File: config.mk
export PLATFORM = sky130hd
export DESIGN_NAME = adc_mode_ctl
export DESIGN_NICKNAME = d
export VERILOG_FILES = /design/src/adc_ctl_pkg.sv /design/src/adc_mode_ctl.sv
export SDC_FILE = /design/constraint.sdc
export NUM_CORES = 1
export LEC_CHECK = 0
export ABC_CLOCK_PERIOD_IN_PS = 2000
export BUFFER_PORTS_ARGS = -buffer_cell sky130_fd_sc_hd__buf_4
export CORE_MARGIN = 8
export CORE_UTILIZATION = 35
export CTS_BUF_LIST = sky130_fd_sc_hd__clkbuf_4
export CTS_CLUSTER_DIAMETER = 50
export CTS_CLUSTER_SIZE = 8
export DETAILED_ROUTE_END_ITERATION = 8
export PLACE_DENSITY = 0.64
export REMOVE_ABC_BUFFERS = 1
export SLEW_MARGIN = 20
export SYNTH_ARGS = -nofsm -noshare
export SYNTH_HDL_FRONTEND = slang
export SYNTH_SLANG_ARGS = --single-unit
File: constraint.sdc
create_clock -name sys_clk -period 2 [get_ports sys_clk]
set_input_delay 0.6 -clock sys_clk [delete_from_list [all_inputs] [get_ports sys_clk]]
set_output_delay 0.6 -clock sys_clk [all_outputs]
set_load 0.05 [all_outputs]
File: src/adc_ctl_pkg.sv
package adc_ctl_pkg;

  localparam int ADDR_W = 8;
  localparam int DATA_W = 16;
  localparam int CNT_W = 20;

  // register map
  localparam logic [ADDR_W-1:0] CFG_ADDR = 8'h01;
  localparam logic [ADDR_W-1:0] STATUS_ADDR = 8'h04;
  localparam logic [DATA_W-1:0] CFG_RESET = 16'h0000;

  // operating mode codes
  localparam logic [3:0] MODE_SINGLE = 4'h0;
  localparam logic [3:0] MODE_LOW_POWER_HOLD_STATE = 4'h1;
  localparam logic [3:0] MODE_PDOWN = 4'h2;
  localparam logic [3:0] MODE_IDLE = 4'h3;
  localparam logic [3:0] MODE_CAL = 4'h4;
  localparam logic [3:0] MODE_CONT = 4'h5;
  localparam logic [3:0] MODE_DUTY = 4'h9;
  localparam logic [3:0] MODE_SYNC_IDLE = 4'ha;
  localparam logic [3:0] MODE_SYNC_LOW_POWER_HOLD_STATE = 4'hb;

  // main clock source codes
  localparam logic [1:0] CLK_INT_OFF = 2'h0;
  localparam logic [1:0] CLK_INT_OUT = 2'h1;
  localparam logic [1:0] CLK_EXT = 2'h2;
  localparam logic [1:0] CLK_EXT_DIV2 = 2'h3;

  // standby length as a multiple of the active time
  localparam int LOW_POWER_HOLD_STATE_MULT_QUARTER = 3;
  localparam int LOW_POWER_HOLD_STATE_MULT_SIXTEENTH = 15;

  typedef struct packed {
    logic [6:0] pad;
    logic int_ref_en;
    logic reference_level_select;
    logic active_fraction_select;
    logic [3:0] op_mode;
    logic [1:0] clk_sel;
  } cfg_t;

  typedef struct packed {
    logic [ADDR_W-1:0] addr;
    logic [DATA_W-1:0] wdata;
    logic wr;
    logic rd;
  } reg_req_t;

  typedef enum logic [4:0] {
    ST_IDLE = 5'h01,
    ST_CONV = 5'h02,
    ST_LOW_POWER_HOLD_STATE = 5'h04,
    ST_PDOWN = 5'h08,
    ST_CAL = 5'h10
  } ctl_state_t;

  typedef struct packed {
    cfg_t cfg;
    ctl_state_t st;
    logic [CNT_W-1:0] cnt;
    logic osc_q;
    logic pin_q;
    logic sync_q;
    logic div_q;
    logic [DATA_W-1:0] rd_data;
    logic ref_on;
    logic ref_lvl;
    logic clk_out;
    logic clk_oe;
    logic mod_rst;
    logic conv;
    logic hold;
    logic pdown;
    logic done;
  } state_t;

  localparam state_t STATE_RESET = '{
    cfg: cfg_t'(CFG_RESET), st: ST_IDLE, cnt: '0, osc_q: 1'b0, pin_q: 1'b0,
    sync_q: 1'b1, div_q: 1'b0, rd_data: '0, ref_on: 1'b0, ref_lvl: 1'b0,
    clk_out: 1'b0, clk_oe: 1'b0, mod_rst: 1'b1, conv: 1'b0, hold: 1'b0,
    pdown: 1'b0, done: 1'b0};

endpackage

File: src/adc_mode_ctl.sv
`timescale 1ns/1ps

// How it works
// - reference stays off while its enable is clear; on, level follows level select
// - quarter ratio: active one quarter, standby three quarters of the time
// - sixteenth ratio: active one sixteenth, standby fifteen sixteenths
// - ratio bit only matters while the duty cycling mode is selected
// - active time is one sequence conversion; standby is a multiple of it
// - duty cycling alternates sequence conversion and standby
// - sequence-plus-idle: convert, go idle, sync falling edge restarts
// - sequence-plus-standby: convert, enter standby, sync falling edge restarts
// - power-down only from standby, otherwise continuous conversion instead
// - idle holds filter and modulator in reset, nothing else changes
// - finished offset calibration switches the mode field to idle
// - select 00: internal oscillator, clock pin not driven
// - select 01: internal oscillator, also driven onto the clock pin
// - select 10: clock pin used directly, partner supplies the base rate
// - select 11: partner supplies double rate, divided by two inside
module adc_mode_ctl #(
  parameter int CONV_TICKS = 16,
  parameter int CAL_TICKS = 32
) (
  input wire logic sys_clk,
  input wire logic nrst,
  input wire adc_ctl_pkg::reg_req_t req,
  output logic [adc_ctl_pkg::DATA_W-1:0] rd_data,
  input wire logic osc_clk,
  input wire logic clk_pin_in,
  output logic clk_pin_out,
  output logic clk_pin_oe,
  input wire logic sync_n,
  output logic ref_enable,
  output logic reference_level_select,
  output logic modulator_reset,
  output logic converting,
  output logic low_power_hold_state,
  output logic power_down,
  output logic seq_done
);
  import adc_ctl_pkg::*;

  localparam logic [CNT_W-1:0] CONV_LAST = CNT_W'(CONV_TICKS - 1);
  localparam logic [CNT_W-1:0] CAL_LAST = CNT_W'(CAL_TICKS - 1);

  // standby length follows the ratio bit; only consulted in duty cycling
  function automatic logic [CNT_W-1:0] low_power_hold_state_last(input cfg_t c);
    int mult;
    mult = c.active_fraction_select ? LOW_POWER_HOLD_STATE_MULT_SIXTEENTH : LOW_POWER_HOLD_STATE_MULT_QUARTER;
    return CNT_W'(CONV_TICKS * mult - 1);
  endfunction

  // codes left undefined are treated like the reserved ones
  function automatic logic mode_ok(input logic [3:0] m);
    return (m <= MODE_CONT) || (m == MODE_DUTY) || (m == MODE_SYNC_IDLE)
        || (m == MODE_SYNC_LOW_POWER_HOLD_STATE);
  endfunction

  logic [1:0] rst_ff;
  logic rst_n;
  state_t q;
  state_t d;
  cfg_t wcfg;
  logic wr_cfg;
  logic osc_rise;
  logic pin_rise;
  logic sync_fall;
  logic tick;
  logic conv_end;
  logic cal_end;
  logic low_power_hold_state_end;

  always_ff @(posedge sys_clk or negedge nrst) begin
    if (!nrst) begin
      rst_ff <= 2'b00;
    end else begin
      rst_ff <= {rst_ff[0], 1'b1};
    end
  end
  assign rst_n = rst_ff[1];

  assign wcfg = cfg_t'(req.wdata);
  assign wr_cfg = req.wr && (req.addr == CFG_ADDR);
  assign osc_rise = osc_clk & ~q.osc_q;
  assign pin_rise = clk_pin_in & ~q.pin_q;
  assign sync_fall = ~sync_n & q.sync_q;

  // main clock tick from the selected source
  always_comb begin
    case (q.cfg.clk_sel)
      CLK_EXT: tick = pin_rise;
      CLK_EXT_DIV2: tick = pin_rise & q.div_q;
      default: tick = osc_rise;
    endcase
  end

  assign conv_end = (q.st == ST_CONV) && tick && (q.cnt == CONV_LAST);
  assign cal_end = (q.st == ST_CAL) && tick && (q.cnt == CAL_LAST);
  assign low_power_hold_state_end = (q.st == ST_LOW_POWER_HOLD_STATE) && (q.cfg.op_mode == MODE_DUTY) && tick
      && (q.cnt == low_power_hold_state_last(q.cfg));

  always_comb begin
    d = q;
    d.osc_q = osc_clk;
    d.pin_q = clk_pin_in;
    d.sync_q = sync_n;
    if (pin_rise) begin
      d.div_q = ~q.div_q;
    end
    if (tick) begin
      d.cnt = q.cnt + 1'b1;
    end

    d.rd_data = '0;
    if (req.rd) begin
      case (req.addr)
        CFG_ADDR: d.rd_data = q.cfg;
        STATUS_ADDR: d.rd_data = DATA_W'(q.st);
        default: d.rd_data = '0;
      endcase
    end

    case (q.st)
      ST_CONV: begin
        if (conv_end) begin
          d.cnt = '0;
          case (q.cfg.op_mode)
            MODE_SYNC_IDLE: d.st = ST_IDLE;
            MODE_DUTY, MODE_SYNC_LOW_POWER_HOLD_STATE, MODE_SINGLE: d.st = ST_LOW_POWER_HOLD_STATE;
            default: d.st = ST_CONV;
          endcase
        end
      end
      ST_CAL: begin
        if (cal_end) begin
          d.st = ST_IDLE;
          d.cfg.op_mode = MODE_IDLE;
          d.cnt = '0;
        end
      end
      ST_LOW_POWER_HOLD_STATE: begin
        if (low_power_hold_state_end || (sync_fall && q.cfg.op_mode == MODE_SYNC_LOW_POWER_HOLD_STATE)) begin
          d.st = ST_CONV;
          d.cnt = '0;
        end
      end
      ST_IDLE: begin
        if (sync_fall && q.cfg.op_mode == MODE_SYNC_IDLE) begin
          d.st = ST_CONV;
          d.cnt = '0;
        end
      end
      ST_PDOWN: d.st = ST_PDOWN;
      default: d.st = ST_IDLE;
    endcase

    // a software write with a valid mode code overrides whatever the sequencer chose this cycle
    if (wr_cfg) begin
      d.cfg.int_ref_en = wcfg.int_ref_en;
      d.cfg.reference_level_select = wcfg.reference_level_select;
      d.cfg.active_fraction_select = wcfg.active_fraction_select;
      d.cfg.clk_sel = wcfg.clk_sel;
      if (mode_ok(wcfg.op_mode)) begin
        d.cfg.op_mode = wcfg.op_mode;
        d.cnt = '0;
        case (wcfg.op_mode)
          MODE_LOW_POWER_HOLD_STATE: d.st = ST_LOW_POWER_HOLD_STATE;
          MODE_IDLE: d.st = ST_IDLE;
          MODE_CAL: d.st = ST_CAL;
          MODE_PDOWN: begin
            if (q.st == ST_LOW_POWER_HOLD_STATE) begin
              d.st = ST_PDOWN;
            end else begin
              d.st = ST_CONV;
              d.cfg.op_mode = MODE_CONT;
            end
          end
          default: d.st = ST_CONV;
        endcase
      end
    end

    d.ref_on = q.cfg.int_ref_en;
    d.ref_lvl = q.cfg.int_ref_en & q.cfg.reference_level_select;
    d.clk_oe = (q.cfg.clk_sel == CLK_INT_OUT);
    d.clk_out = osc_clk & (q.cfg.clk_sel == CLK_INT_OUT);
    d.mod_rst = (q.st == ST_IDLE) || (q.st == ST_LOW_POWER_HOLD_STATE) || (q.st == ST_PDOWN);
    d.conv = (q.st == ST_CONV);
    d.hold = (q.st == ST_LOW_POWER_HOLD_STATE);
    d.pdown = (q.st == ST_PDOWN);
    d.done = conv_end;
  end

  always_ff @(posedge sys_clk or negedge rst_n) begin
    if (!rst_n) begin
      q <= STATE_RESET;
    end else begin
      q <= d;
    end
  end

  assign rd_data = q.rd_data;
  assign clk_pin_out = q.clk_out;
  assign clk_pin_oe = q.clk_oe;
  assign ref_enable = q.ref_on;
  assign reference_level_select = q.ref_lvl;
  assign modulator_reset = q.mod_rst;
  assign converting = q.conv;
  assign low_power_hold_state = q.hold;
  assign power_down = q.pdown;
  assign seq_done = q.done;

  property p_ref_off;
    @(posedge sys_clk) disable iff (!rst_n)
    !q.cfg.int_ref_en ##1 !q.cfg.int_ref_en |-> !ref_enable && !reference_level_select;
  endproperty
  a_ref_off: assert property (p_ref_off) else $error("reference on while disabled");

  property p_clk_hidden;
    @(posedge sys_clk) disable iff (!rst_n)
    q.cfg.clk_sel == CLK_INT_OFF |=> !clk_pin_oe;
  endproperty
  a_clk_hidden: assert property (p_clk_hidden) else $error("clock pin driven");

  property p_clk_shown;
    @(posedge sys_clk) disable iff (!rst_n)
    q.cfg.clk_sel == CLK_INT_OUT |=> clk_pin_oe && (clk_pin_out == $past(osc_clk));
  endproperty
  a_clk_shown: assert property (p_clk_shown) else $error("oscillator not on pin");

  property p_cal_idle;
    @(posedge sys_clk) disable iff (!rst_n)
    cal_end && !wr_cfg |=> q.st == ST_IDLE && q.cfg.op_mode == MODE_IDLE;
  endproperty
  a_cal_idle: assert property (p_cal_idle) else $error("calibration did not go idle");

  property p_pdown_guard;
    @(posedge sys_clk) disable iff (!rst_n)
    wr_cfg && wcfg.op_mode == MODE_PDOWN && q.st != ST_LOW_POWER_HOLD_STATE
      |=> q.st == ST_CONV && q.cfg.op_mode == MODE_CONT ##1 !power_down;
  endproperty
  a_pdown_guard: assert property (p_pdown_guard) else $error("power-down outside standby");

  property p_duty_wake;
    @(posedge sys_clk) disable iff (!rst_n)
    q.st == ST_LOW_POWER_HOLD_STATE && q.cfg.op_mode == MODE_DUTY && tick && !wr_cfg
      && q.cnt == low_power_hold_state_last(q.cfg) |=> q.st == ST_CONV && q.cnt == '0;
  endproperty
  a_duty_wake: assert property (p_duty_wake) else $error("duty standby length wrong");

  property p_sync_idle;
    @(posedge sys_clk) disable iff (!rst_n)
    q.st == ST_IDLE && q.cfg.op_mode == MODE_SYNC_IDLE && sync_fall && !wr_cfg
      |=> q.st == ST_CONV ##1 converting;
  endproperty
  a_sync_idle: assert property (p_sync_idle) else $error("sync edge did not restart");

  property p_idle_reset;
    @(posedge sys_clk) disable iff (!rst_n)
    q.st == ST_IDLE |=> modulator_reset && !converting;
  endproperty
  a_idle_reset: assert property (p_idle_reset) else $error("modulator not held in idle");

  property p_sync_low_power_hold_state;
    @(posedge sys_clk) disable iff (!rst_n)
    conv_end && !wr_cfg && q.cfg.op_mode == MODE_SYNC_LOW_POWER_HOLD_STATE
      |=> q.st == ST_LOW_POWER_HOLD_STATE ##1 low_power_hold_state;
  endproperty
  a_sync_low_power_hold_state: assert property (p_sync_low_power_hold_state) else $error("no standby after sequence");

  property p_pdown_ok;
    @(posedge sys_clk) disable iff (!rst_n)
    wr_cfg && wcfg.op_mode == MODE_PDOWN && q.st == ST_LOW_POWER_HOLD_STATE
      |=> q.st == ST_PDOWN ##1 power_down;
  endproperty
  a_pdown_ok: assert property (p_pdown_ok) else $error("no power-down from standby");

  // outside duty cycling only a sync edge or a write may end standby
  property p_ratio_ignored;
    @(posedge sys_clk) disable iff (!rst_n)
    q.st == ST_LOW_POWER_HOLD_STATE && q.cfg.op_mode != MODE_DUTY && !sync_fall && !wr_cfg
      |=> q.st == ST_LOW_POWER_HOLD_STATE;
  endproperty
  a_ratio_ignored: assert property (p_ratio_ignored) else $error("standby left early");

  property p_div_skip;
    @(posedge sys_clk) disable iff (!rst_n)
    q.cfg.clk_sel == CLK_EXT_DIV2 && !q.div_q |-> !tick;
  endproperty
  a_div_skip: assert property (p_div_skip) else $error("divided clock ticked early");

  property p_reserved_keep;
    @(posedge sys_clk) disable iff (!rst_n)
    wr_cfg && !mode_ok(wcfg.op_mode) && !cal_end
      |=> q.cfg.op_mode == $past(q.cfg.op_mode);
  endproperty
  a_reserved_keep: assert property (p_reserved_keep) else $error("reserved code changed mode");

  property p_ref_level;
    @(posedge sys_clk) disable iff (!rst_n)
    q.cfg.int_ref_en
      |=> ref_enable && reference_level_select == $past(q.cfg.reference_level_select);
  endproperty
  a_ref_level: assert property (p_ref_level) else $error("reference level not followed");

endmodule // adc_mode_ctl

After elaboration in Yosys (flattened, before gate mapping)
Index checks and enable logic that the tools add are counted.
W data, S select, Z words.

word-level totals
  register bits = 65
  input port bits = 31

operators by class
  eq/ne operators = 23
  reductions and logical operators = 18
  bitwise operators = 10
  add/sub/neg operators = 2
  magnitude comparators = 1
  muxes and demuxes = 21

operator list
  cell                     number
  $mux W25                 5
  $pmux W20 S4             1
  $mux W31                 1
  $mux W4                  7
  $pmux W5 S5              1
  $eq A4 B4 Y1 const B     6
  $add A20 B1 Y20 const B  1
  $eq A20 B20 Y1           1
  $eq A20 B4 Y1 const B    1
  $eq A20 B5 Y1 const B    1
  $mux W20                 1
  $pmux W5 S4              1
  $pmux W9 S2              1
  $logic_and A1 B1 Y1      10
  $mux W9                  1
  $sub A8 B1 Y9 const B    1
  $eq A4 B2 Y1 const B     2
  $eq A8 B1 Y1 const B     1
  $eq A8 B3 Y1 const B     1
  $and A1 B1 Y1            6
  $logic_or A1 B1 Y1       6
  $pmux W3 S2              1
  $eq A5 B1 Y1 const B     1
  $eq A5 B2 Y1 const B     1
  12 further kinds         16

Logic depth before layout (Yosys ltp)
Gate-level depths: netlist of the first run.

  depth after elaboration = 11
  gate-level depth with buffers = 9
  depth with buffers taken out = 7

Least setup slack after synthesis of the first run
Ideal clock, no wire load.

  path kind = input port to flip-flop
  from = input req[23] (netlist bit)
  to = register q[35] (netlist bit)
  setup slack = -0.519 ns
  arrival time = 2.400 ns
  stages = 9
  cells stage by stage = or4_1 > or4_1 > buf_6 > nor2b_4 > buf_6 > a31oi_1 > a2bb2oi_2 > buf_6 > nor2_1

RTL lines
  what                  line                 RTL
  start, declared       adc_mode_ctl.sv:25   input wire adc_ctl_pkg::reg_req_t req,
  end signal, assigned  adc_mode_ctl.sv:195  q <= STATE_RESET;
  end signal, assigned  adc_mode_ctl.sv:197  q <= d;
  end, declared         adc_mode_ctl.sv:60   state_t q;

==> run_results.csv, run 1 <==
group,metric,value,unit
detailed_routing,drc,0,
worst_setup_path,cp-end-kind,"flop",
global_routing,grt_pass1_wl,11900,microns
detailed_routing,dr.pass1.iters,4,
place,numPortBuffers,41,
logic_synthesis,synthCells,301,
worst_setup_path,cp_max_fo,10,
pwr,ir_drop,420,uV
sta,setup_ws,-0.143,ns
finish,nFillCells,753,
clock_network,clk_latency,0.39,ns
logic_synthesis,ys_top_cells_by_area,"dfrtp_1 47%, nor2_1 5.8%, xor2_1 4.8%",
sta,slew_viol_final,0,
floorplanning,io_pins,56,
global_routing,grtUsageTotal,12.9,%
sta,clock_skew,0.00673,ns
clock_network,root_buffer,"clkbuf_4",
run_status,violations,"negative setup slack",
sta,final_hold_viol_count,0,
detailed_routing,post_drt_wl_per_cell,14.1,microns
detailed_routing,initialDrtViolationCount,119,
logic_synthesis,synthArstFlopShare,100,%
worst_setup_path,max_stage_delay,0.52,ns
place,dpl.hpwl,5030,microns
logic_synthesis,synth_warnings,0,
logic_synthesis,postSynthAreaPerCell,9.75,sq um
finish,num_antenna_cells,0,
detailed_routing,vias,2493,
logic_synthesis,synth-seq-cells,58,
sta,period_minus_slack,2.14,ns
pwr,power_leakage,1.94,nW
logic_synthesis,synthFlopType,"dfrtp_1",
finish,synthToLayoutAreaGrowth,38.3,%
detailed_routing,ant_nets,0,
worst_setup_path,crit_type,"in -> reg",
sta,fmax,467,MHz
sta,tightest_slew,0.496,ns
floorplanning,placementRows,33,
clock_network,cts_buffers,9,
pwr,p_per_area,698,nW/um^2
global_routing,grt.overflow.total,0,
floorplanning,dieWidth,108,microns
finish,design_area,4060,sq um
worst_setup_path,crit_required,2.29,ns
clock_network,cts_tree,"done",
floorplanning,core-area,8180,sq um
logic_synthesis,yosysUniqueCellTypes,46,
place,dp_cells,481,
logic_synthesis,seq_area_frac_synth,49.6,%
worst_setup_path,cp_slowest_cell,"or4_4",
place,routabilityCongestion,0.875,
floorplanning,start_util,35.9,%
clock_network,clkTransAtPathRegs,0.09,ns
logic_synthesis,synth_top_area_share,46.9,%
finish,drive_above_1_share,39.8,%
logic_synthesis,syn-cell-area,2930,sq um
sta,min_period_over_period,107,%
sta,rsz0062_at_grt,"true",
sta,slew_headroom,66.8,%
floorplanning,die_y,108,microns
clock_network,cts_max_path_buffers,2,
worst_setup_path,critPathLaunchType,"input port",
sta,fin_tns_setup,-2.83,ns
place,placed_cell_area,3660,sq um
worst_setup_path,critPathBufInv,3,
worst_setup_path,cp.arrival,2.44,ns
finish,instances_no_fill,507,
detailed_routing,wirelength,7140,microns
hold_path,hold_class,"reg -> async",
run_status,status,"finished, violations left",
worst_setup_path,cpLargestDelayFamily,"simple AND/OR/NAND/NOR gates",
sta,setup-violations-final,26,
clock_network,htree_levels,3,
finish,nets,429,
detailed_routing,viasPerCell,4.92,
global_routing,antenna_found_initial,0,
global_routing,grt_max_degree,57,
global_routing,grt_pass1_vias,2620,
clock_network,numClockSinks,58,
logic_synthesis,yosysTopAreaCell,"dfrtp_1",
worst_setup_path,crit_chain,"buf_6 > or4_4 > or4_4 > nor2b_4 > a31oi_1 > a2bb2oi_2 > buf_6 > clkbuf_16 > nor2_1",
floorplanning,die_area,11600,sq um
flow_run,cap_violations,0,
logic_synthesis,synth-edff-count,0,
[layout make-up]
| cell class | instances | area (sq um) | area share, % |
|---|---|---|---|
| Sequential cell | 58 | 1460 | 35.9 |
| Multi-Input combinational cell | 214 | 1420 | 35.0 |
| Timing Repair Buffer | 107 | 897 | 22.1 |
| Tap cell | 105 | 131 | 3.24 |
| Clock buffer | 9 | 67.6 | 1.67 |
| Clock inverter | 7 | 60.1 | 1.48 |
| Inverter | 7 | 26.3 | 0.648 |
[power by group]
| part | switching, mW | internal, mW |
|---|---|---|
| Combinational | 0.328 | 0.364 |
| Sequential | 0.0867 | 1.28 |
| Clock | 0.407 | 0.366 |
[final timing paths]
check	start	to	slack, ns	cells past startpoint
worst max-delay path	req[23]	q[30]	-0.14	9
worst min-delay path	rst_ff[1]	clk_pin_out	0.26	1
worst max register to register	q[36]	q[30]	-0.10	8
worst min register to register	rst_ff[1]	clk_pin_out	0.26	1
max in group asynchronous	nrst	rst_ff[1]	1.40	2
min in group sys_clk	clk_pin_in	q[27]	0.32	1
[state kept, by name, indices dropped and copies added, names as in the netlist]
register and flops:
q 37, rd_data 9, rst_ff 2, clk_pin_oe 1, clk_pin_out 1, converting 1, d 1, low_power_hold_state 1
modulator_reset 1, power_down 1, ref_enable 1, reference_level_select 1, seq_done 1
[cell usage in the layout (no fill, tap or decap), drive strengths merged, types with 6 or more instances in the layout]
master  count
o21ai      10
nand3      16
nor3        8
dfrtp      55
xor2       16
and2        8
conb        8
buf       104
xnor2       6
clkbuf     11
inv         7
a21oi      10
a31oi       6
nand2      19
nand4       6
nor2       45
[synthesized netlist by cell type (2+ instances only)]
| master | number |
|---|---|
| buf_4 | 16 |
| conb_1 | 2 |
| nor3b_1 | 4 |
| dfrtp_1 | 55 |
| and4_1 | 4 |
| nor2_1 | 45 |
| nand2_1 | 19 |
| buf_6 | 4 |
| a31oi_1 | 6 |
| or3_1 | 3 |
| and3_1 | 3 |
| xnor2_1 | 6 |
| clkbuf_1 | 7 |
| nand3b_1 | 2 |
| nand4_1 | 6 |
| inv_1 | 7 |
| mux2_2 | 5 |
| nor4_1 | 5 |
| dfstp_2 | 3 |
| o21ai_0 | 10 |
| nor2b_1 | 2 |
| or4_1 | 3 |
| nand4bb_1 | 2 |
| nand3_1 | 16 |
| nor3_1 | 8 |
| a22o_1 | 5 |
| o31ai_1 | 3 |
| a21oi_1 | 10 |
| and2_1 | 8 |
| xor2_1 | 16 |
[logic make-up after synthesis]
family          share of synthesized area, %
simple gates                            23.6
flops                                   49.6
compound gates                          9.72
buf+inv                                 7.59
xor+xnor                                6.57
mux                                     2.26
other cells                            0.256
fa+ha+maj                              0.426
[routing by layer]
layer	vias to the layer above	global-route usage (%)	wire length, microns
met3	18	3.59	323
met2	50	22.0	3710
met1	1199	14.4	2930
li1	1226	-	-
met5	-	0	0
met4	0	6.44	178
[what timing repair did]
| item | CTS | global route |
|---|---|---|
| hold endpoints to repair | 2 | 0 |
| resized for setup | 16 | 24 |
| hold buffers | 1 | 0 |
| setup buffers | 2 | 5 |
| pin swaps | 3 | 11 |
| endpoints found under the setup margin | 29 | 29 |
| cloned | 0 | 2 |
[stage by stage]
step                total power, mW  hold WS, ns  worst slack (ns)  util (%)
CTS                            2.83        0.283            -0.136      47.5
floorplan                      1.67        0.304            -0.912         -
finish                         2.83        0.258            -0.143      49.6
global placement               1.94        0.269            -0.616      44.8
global route                   3.00        0.287            -0.208      49.6
detailed placement             1.97        0.277            -0.623      44.8
Power figures use the tool's default switching activity.
==> run 2: changes to the inputs <==
--- a/config.mk
+++ b/config.mk
@@ -7,13 +7,12 @@
 export LEC_CHECK = 0
 export ABC_CLOCK_PERIOD_IN_PS = 2000
 export BUFFER_PORTS_ARGS = -buffer_cell sky130_fd_sc_hd__buf_4
-export CORE_MARGIN = 8
-export CORE_UTILIZATION = 35
+export CORE_UTILIZATION = 30
 export CTS_BUF_LIST = sky130_fd_sc_hd__clkbuf_4
 export CTS_CLUSTER_DIAMETER = 50
 export CTS_CLUSTER_SIZE = 8
 export DETAILED_ROUTE_END_ITERATION = 8
-export PLACE_DENSITY = 0.64
+export PLACE_DENSITY = 0.58
 export REMOVE_ABC_BUFFERS = 1
 export SLEW_MARGIN = 20
 export SYNTH_ARGS = -nofsm -noshare
==> constraint.sdc (replaced) <==
create_clock -name sys_clk -period 2 [get_ports sys_clk]
set_input_delay 0.2 -clock sys_clk [delete_from_list [all_inputs] [get_ports sys_clk]]
set_output_delay 0.2 -clock sys_clk [all_outputs]
set_load 0.05 [all_outputs]
==> run_results.csv, run 2 (synthesized netlist as in run 1, its figures left out) <==
group,metric,value,unit
worst_setup_path,crit_chain,"ha_2 > nand3_2 > or4_4 > nor4_4 > o21ai_0 > a2bb2oi_2 > buf_12 > nor2_1",
worst_setup_path,max_stage_delay,0.45,ns
finish,multiInputGateArea,1380,sq um
sta,final_hold_viol_count,0,
clock_network,cts_buffers,9,
worst_setup_path,cp-end-kind,"flop",
worst_setup_path,crit_required,2.30,ns
pwr,ir_drop,451,uV
clock_network,clkTransAtPathRegs,0.11,ns
floorplanning,start_util,31.3,%
detailed_routing,drc,0,
sta,setup_ws,-0.0944,ns
clock_network,cts_max_path_buffers,2,
sta,slew_viol_final,0,
global_routing,antenna_found_initial,0,
worst_setup_path,crit_type,"reg -> reg",
floorplanning,io_pins,56,
worst_setup_path,cp_slowest_cell,"or4_4",
global_routing,grt_max_degree,25,
place,numPortBuffers,41,
finish,num_antenna_cells,0,
sta,tightest_slew,0.615,ns
pwr,power,3.20,mW
detailed_routing,post_drt_wl_per_cell,12.8,microns
finish,synthToLayoutAreaGrowth,35.8,%
worst_setup_path,critPathBufInv,1,
clock_network,root_buffer,"clkbuf_4",
floorplanning,core-area,9370,sq um
clock_network,clk_latency,0.41,ns
finish,nets,416,
finish,top_register,"q",
worst_setup_path,cp.arrival,2.39,ns
run_status,status,"finished, violations left",
clock_network,numClockSinks,58,
sta,rsz0062_at_grt,"true",
run_status,violations,"negative setup slack",
finish,final_cell_mix,"83 x buf_4, 54 x dfrtp_1, 42 x nor2_1",
clock_network,post-cts-setup-buffers,0,
place,dpl.hpwl,4870,microns
place,routabilityCongestion,0.912,
floorplanning,placementRows,35,
floorplanning,die_area,10200,sq um
finish,drive_above_1_share,33.4,%
finish,nFillCells,929,
global_routing,grt_pass1_vias,2432,
floorplanning,die_y,101,microns
detailed_routing,dr.pass1.iters,4,
clock_network,htree_levels,3,
pwr,p_per_area,803,nW/um^2
flow_run,cap_violations,0,
sta,slew_headroom,58.5,%
floorplanning,dieWidth,101,microns
finish,design_area,3980,sq um
worst_setup_path,critPathLaunchType,"flop",
worst_setup_path,cp_max_fo,20,
global_routing,grt.overflow.total,0,
finish,final_common_cell,"buf_4",
hold_path,hold_class,"in -> reg",
finish,regArea,1460,sq um
sta,min_period_over_period,105,%
sta,setup-violations-final,21,
detailed_routing,ant_nets,0,
place,placed_cell_area,3590,sq um
sta,fmax,477,MHz
clock_network,cts_tree,"done",
detailed_routing,vias,2437,
worst_setup_path,cpLargestDelayFamily,"simple AND/OR/NAND/NOR gates",
detailed_routing,wirelength,6620,microns
sta,period_minus_slack,2.09,ns
detailed_routing,viasPerCell,4.70,
finish,largest_reg_flops,37,
pwr,power_leakage,1.87,nW
global_routing,grtUsageTotal,14.5,%
detailed_routing,initialDrtViolationCount,94,
global_routing,grt_pass1_wl,11200,microns
sta,clock_skew,0.0128,ns
[run 2: cell types whose count changed in the layout (fill, tap and decap cells not counted), moves of 3 or more]
cell	delta
buf_4	-13
dlygate4sd3_1	+8
buf_6	-5
bufinv_16	+3
[run 2: per-layer routing]
layer	global-route usage (%)	wire length, microns	vias up
met5	0	0	-
met1	16.7	2920	1161
met2	24.3	3240	61
li1	-	-	1195
met4	7.80	195	0
met3	3.95	269	20
[run 2: worst paths after layout]
kind	cells past startpoint	slack (ns)	startpoint	end
worst max register to register	8	-0.09	q[29]	q[48]
min in group asynchronous	2	0.11	nrst	rst_ff[1]
worst min register to register	0	0.26	rst_ff[1]	q[30]
max in group asynchronous	1	1.14	rst_ff[1]	modulator_reset
worst min-delay path	2	0.02	req[8]	q[60]
worst max-delay path	8	-0.09	q[29]	q[48]
[run 2: report_power, final]
part	internal (mW)	switching (mW)
Clock	0.758	0.452
Sequential	1.28	0.0916
Combinational	0.310	0.308
[run 2: through the flow]
stage          worst slack (ns)  TNS, ns  std cells  utilization, %  hold slack (ns)
2_1_floorplan            -0.512   -10.57        279               -          -0.0956
3_3_place_gp             -0.204    -5.17        493            38.3          -0.0171
3_5_place_dp             -0.227    -5.35        493            38.3          -0.0144
4_1_cts                 -0.0965    -1.75        515            41.4          0.00198
5_1_grt                  -0.217    -4.31        518            42.5           0.0149
6_report                -0.0944    -1.73        518            42.5           0.0241
[run 2: area by class of cell]
| type | instances | share of cell area [%] |
|---|---|---|
| clock buffer | 9 | 1.70 |
| clock inverter | 7 | 3.55 |
| inverter | 7 | 0.660 |
| multi-input combinational | 214 | 34.6 |
| sequential | 58 | 36.6 |
| tap | 129 | 4.05 |
| timing repair buffer | 94 | 18.9 |
[run 2: repair_timing]
action                                 CTS  global route
resized for setup                        8            16
pin swaps                                3             4
endpoints found under the hold margin    7             3
hold buffers                             6             3
setup endpoints to repair               25            27
==> run 3: changes to the inputs <==
--- a/config.mk
+++ b/config.mk
@@ -5,13 +5,15 @@
 export SDC_FILE = /design/constraint.sdc
 export NUM_CORES = 1
 export LEC_CHECK = 0
-export ABC_CLOCK_PERIOD_IN_PS = 2000
+export ABC_CLOCK_PERIOD_IN_PS = 1950
 export BUFFER_PORTS_ARGS = -buffer_cell sky130_fd_sc_hd__buf_4
+export CORE_MARGIN = 10
 export CORE_UTILIZATION = 30
 export CTS_BUF_LIST = sky130_fd_sc_hd__clkbuf_4
 export CTS_CLUSTER_DIAMETER = 50
 export CTS_CLUSTER_SIZE = 8
 export DETAILED_ROUTE_END_ITERATION = 8
+export MAX_ROUTING_LAYER = met4
 export PLACE_DENSITY = 0.58
 export REMOVE_ABC_BUFFERS = 1
 export SLEW_MARGIN = 20
==> constraint.sdc (replaced) <==
create_clock -name sys_clk -period 1.95 [get_ports sys_clk]
set_input_delay 0.195 -clock sys_clk [delete_from_list [all_inputs] [get_ports sys_clk]]
set_output_delay 0.195 -clock sys_clk [all_outputs]
set_load 0.05 [all_outputs]
==> run_results.csv, run 3 (synthesized netlist as in run 1, its figures left out) <==
group,metric,value,unit
sta,period_minus_slack,2.14,ns
finish,final_common_cell,"buf_4",
global_routing,grt_use_met1,11.6,%
worst_setup_path,cpLargestDelayFamily,"compound AO/OA/AOI/OAI gates",
floorplanning,placementRows,36,
finish,top_register,"q",
floorplanning,core-area,9640,sq um
worst_setup_path,crit_required,2.25,ns
place,dp_slack,-0.331,ns
floorplanning,start_util,30.4,%
worst_setup_path,cp.arrival,2.43,ns
hold_path,whs_path_depth,2,
sta,tightest_slew,0.691,ns
worst_setup_path,crit_type,"reg -> reg",
floorplanning,die_area,14100,sq um
place,dpl.hpwl,5420,microns
worst_setup_path,crit_chain,"ha_4 > nand4_1 > a2111oi_4 > nand4b_1 > a21oi_2 > a2bb2oi_4 > buf_12 > clkbuf_16 > nor2_1",
finish,drive_above_1_share,41.7,%
finish,num_antenna_cells,0,
global_routing,grt_pass1_wl,12600,microns
detailed_routing,post_drt_wl_per_cell,14.3,microns
finish,synthToLayoutAreaGrowth,45.7,%
global_routing,grtUsageTotal,11.1,%
detailed_routing,dr.pass1.iters,6,
place,routabilityCongestion,0.871,
global_routing,grt_use_met2,18.9,%
sta,setup-violations-final,21,
worst_setup_path,cp_slowest_cell,"dfrtp_1",
worst_setup_path,critPathLaunchType,"flop",
worst_setup_path,critPathBufInv,2,
place,dp_cells,501,
flow_run,cap_violations,0,
sta,rsz0062_at_grt,"true",
sta,fmax,468,MHz
sta,slew_headroom,53.9,%
clock_network,cts_tree,"done",
clock_network,clk_latency,0.40,ns
clock_network,htree_levels,3,
global_routing,grt.overflow.total,0,
clock_network,cts_max_path_buffers,2,
detailed_routing,ant_nets,0,
run_status,violations,"negative setup slack",
global_routing,grt_pass1_vias,2639,
finish,instances_no_fill,541,
sta,clock_skew,0.00746,ns
worst_setup_path,path_depth,9,
global_routing,antenna_found_initial,0,
worst_setup_path,cp_max_fo,5,
detailed_routing,drc,0,
floorplanning,io_pins,56,
global_routing,met3_usage,3.54,%
worst_setup_path,worst_r2r_path_depth,9,
finish,largest_reg_flops,37,
floorplanning,dieWidth,119,microns
clock_network,cts_buffers,9,
global_routing,grt_max_degree,34,
detailed_routing,vias,2538,
floorplanning,die_y,119,microns
hold_path,hold_class,"in -> reg",
clock_network,root_buffer,"clkbuf_4",
worst_setup_path,rrSetupSlack,-0.19,ns
pwr,p_per_area,771,nW/um^2
pwr,ir_drop,358,uV
sta,slew_viol_final,0,
worst_setup_path,cp-end-kind,"flop",
worst_setup_path,max_stage_delay,0.41,ns
worst_setup_path,reg2reg_from,"q[30]",
finish,final_cell_mix,"96 x buf_4, 54 x dfrtp_1, 29 x nor2_1",
place,numPortBuffers,41,
worst_setup_path,crit_start,"q[30]",
global_routing,grt_busiest_layer,"met2",
worst_setup_path,rr_endpoint,"q[42]",
worst_setup_path,crit_path_end,"q[42]",
clock_network,clkTransAtPathRegs,0.11,ns
sta,setup_ws,-0.189,ns
run_status,status,"finished, violations left",
clock_network,numClockSinks,58,
finish,nets,435,
detailed_routing,viasPerCell,4.69,
sta,min_period_over_period,110,%
detailed_routing,initialDrtViolationCount,76,
pwr,power_leakage,1.98,nW
detailed_routing,wirelength,7720,microns
sta,final_hold_viol_count,0,
run 3: changes by cell type in the layout (fill, tap and decap cells not counted), sizes merged:
cell         before  now
buf              85  101
bufinv            4    3
clkbuf            9   11
clkinv            2    1
clkinvlp          1    3
dlygate4sd3       9   10
run 3: report_power, final:
group | switching, mW | internal (mW)
registers | 0.111 | 1.31
logic | 0.356 | 0.404
clock network | 0.467 | 0.646
run 3: repair_timing:
item,CTS,global route
gates cloned,0,3
pin swaps,5,14
endpoints found under the hold margin,11,1
setup buffers,10,4
endpoints found under the setup margin,28,27
gates resized for setup,21,35
hold buffers,9,1
run 3: final cells by class:
| type | instances | area [sq um] |
|---|---|---|
| tap | 133 | 166 |
| inverter | 7 | 26.3 |
| fill | 931 | 5360 |
| sequential | 58 | 1460 |
| multi-input combinational | 214 | 1500 |
| timing repair buffer | 113 | 945 |
| clock inverter | 7 | 118 |
| clock buffer | 9 | 67.6 |
run 3: metal layers:
layer	wire, microns	part of all wire [%]	up-vias
met3	326	4.2	13
met5	0	0	-
met4	142	1.8	0
li1	-	-	1238
met2	4190	54	47
met1	3060	40	1240
run 3: worst min path at each step:
stage | to | slack (ns) | start
global placement | rst_ff[0] | -0.02 | nrst
CTS | q[60] | 0.0005 | req[8]
finish | q[51] | 0.04 | req[5]
detailed placement | rst_ff[0] | -0.02 | nrst
global route | q[51] | 0.01 | req[5]
floorplan | rst_ff[0] | -0.10 | nrst
run 3: metrics by stage:
| step | hold slack [ns] | setup TNS, ns | power (mW) | instance area, sq um | utilization (%) |
|---|---|---|---|---|---|
| 5_1_grt | 0.0115 | -5.29 | 3.48 | 4280 | 44.4 |
| 3_5_place_dp | -0.0204 | -8.61 | 1.99 | 3610 | 37.4 |
| 3_3_place_gp | -0.0213 | -7.42 | 1.97 | 3610 | 37.4 |
| 4_1_cts | 0.000493 | -3.38 | 3.24 | 4020 | 41.7 |
| 6_report | 0.0387 | -3.55 | 3.30 | 4280 | 44.4 |
| 2_1_floorplan | -0.101 | -11.73 | 1.72 | 2760 | - |
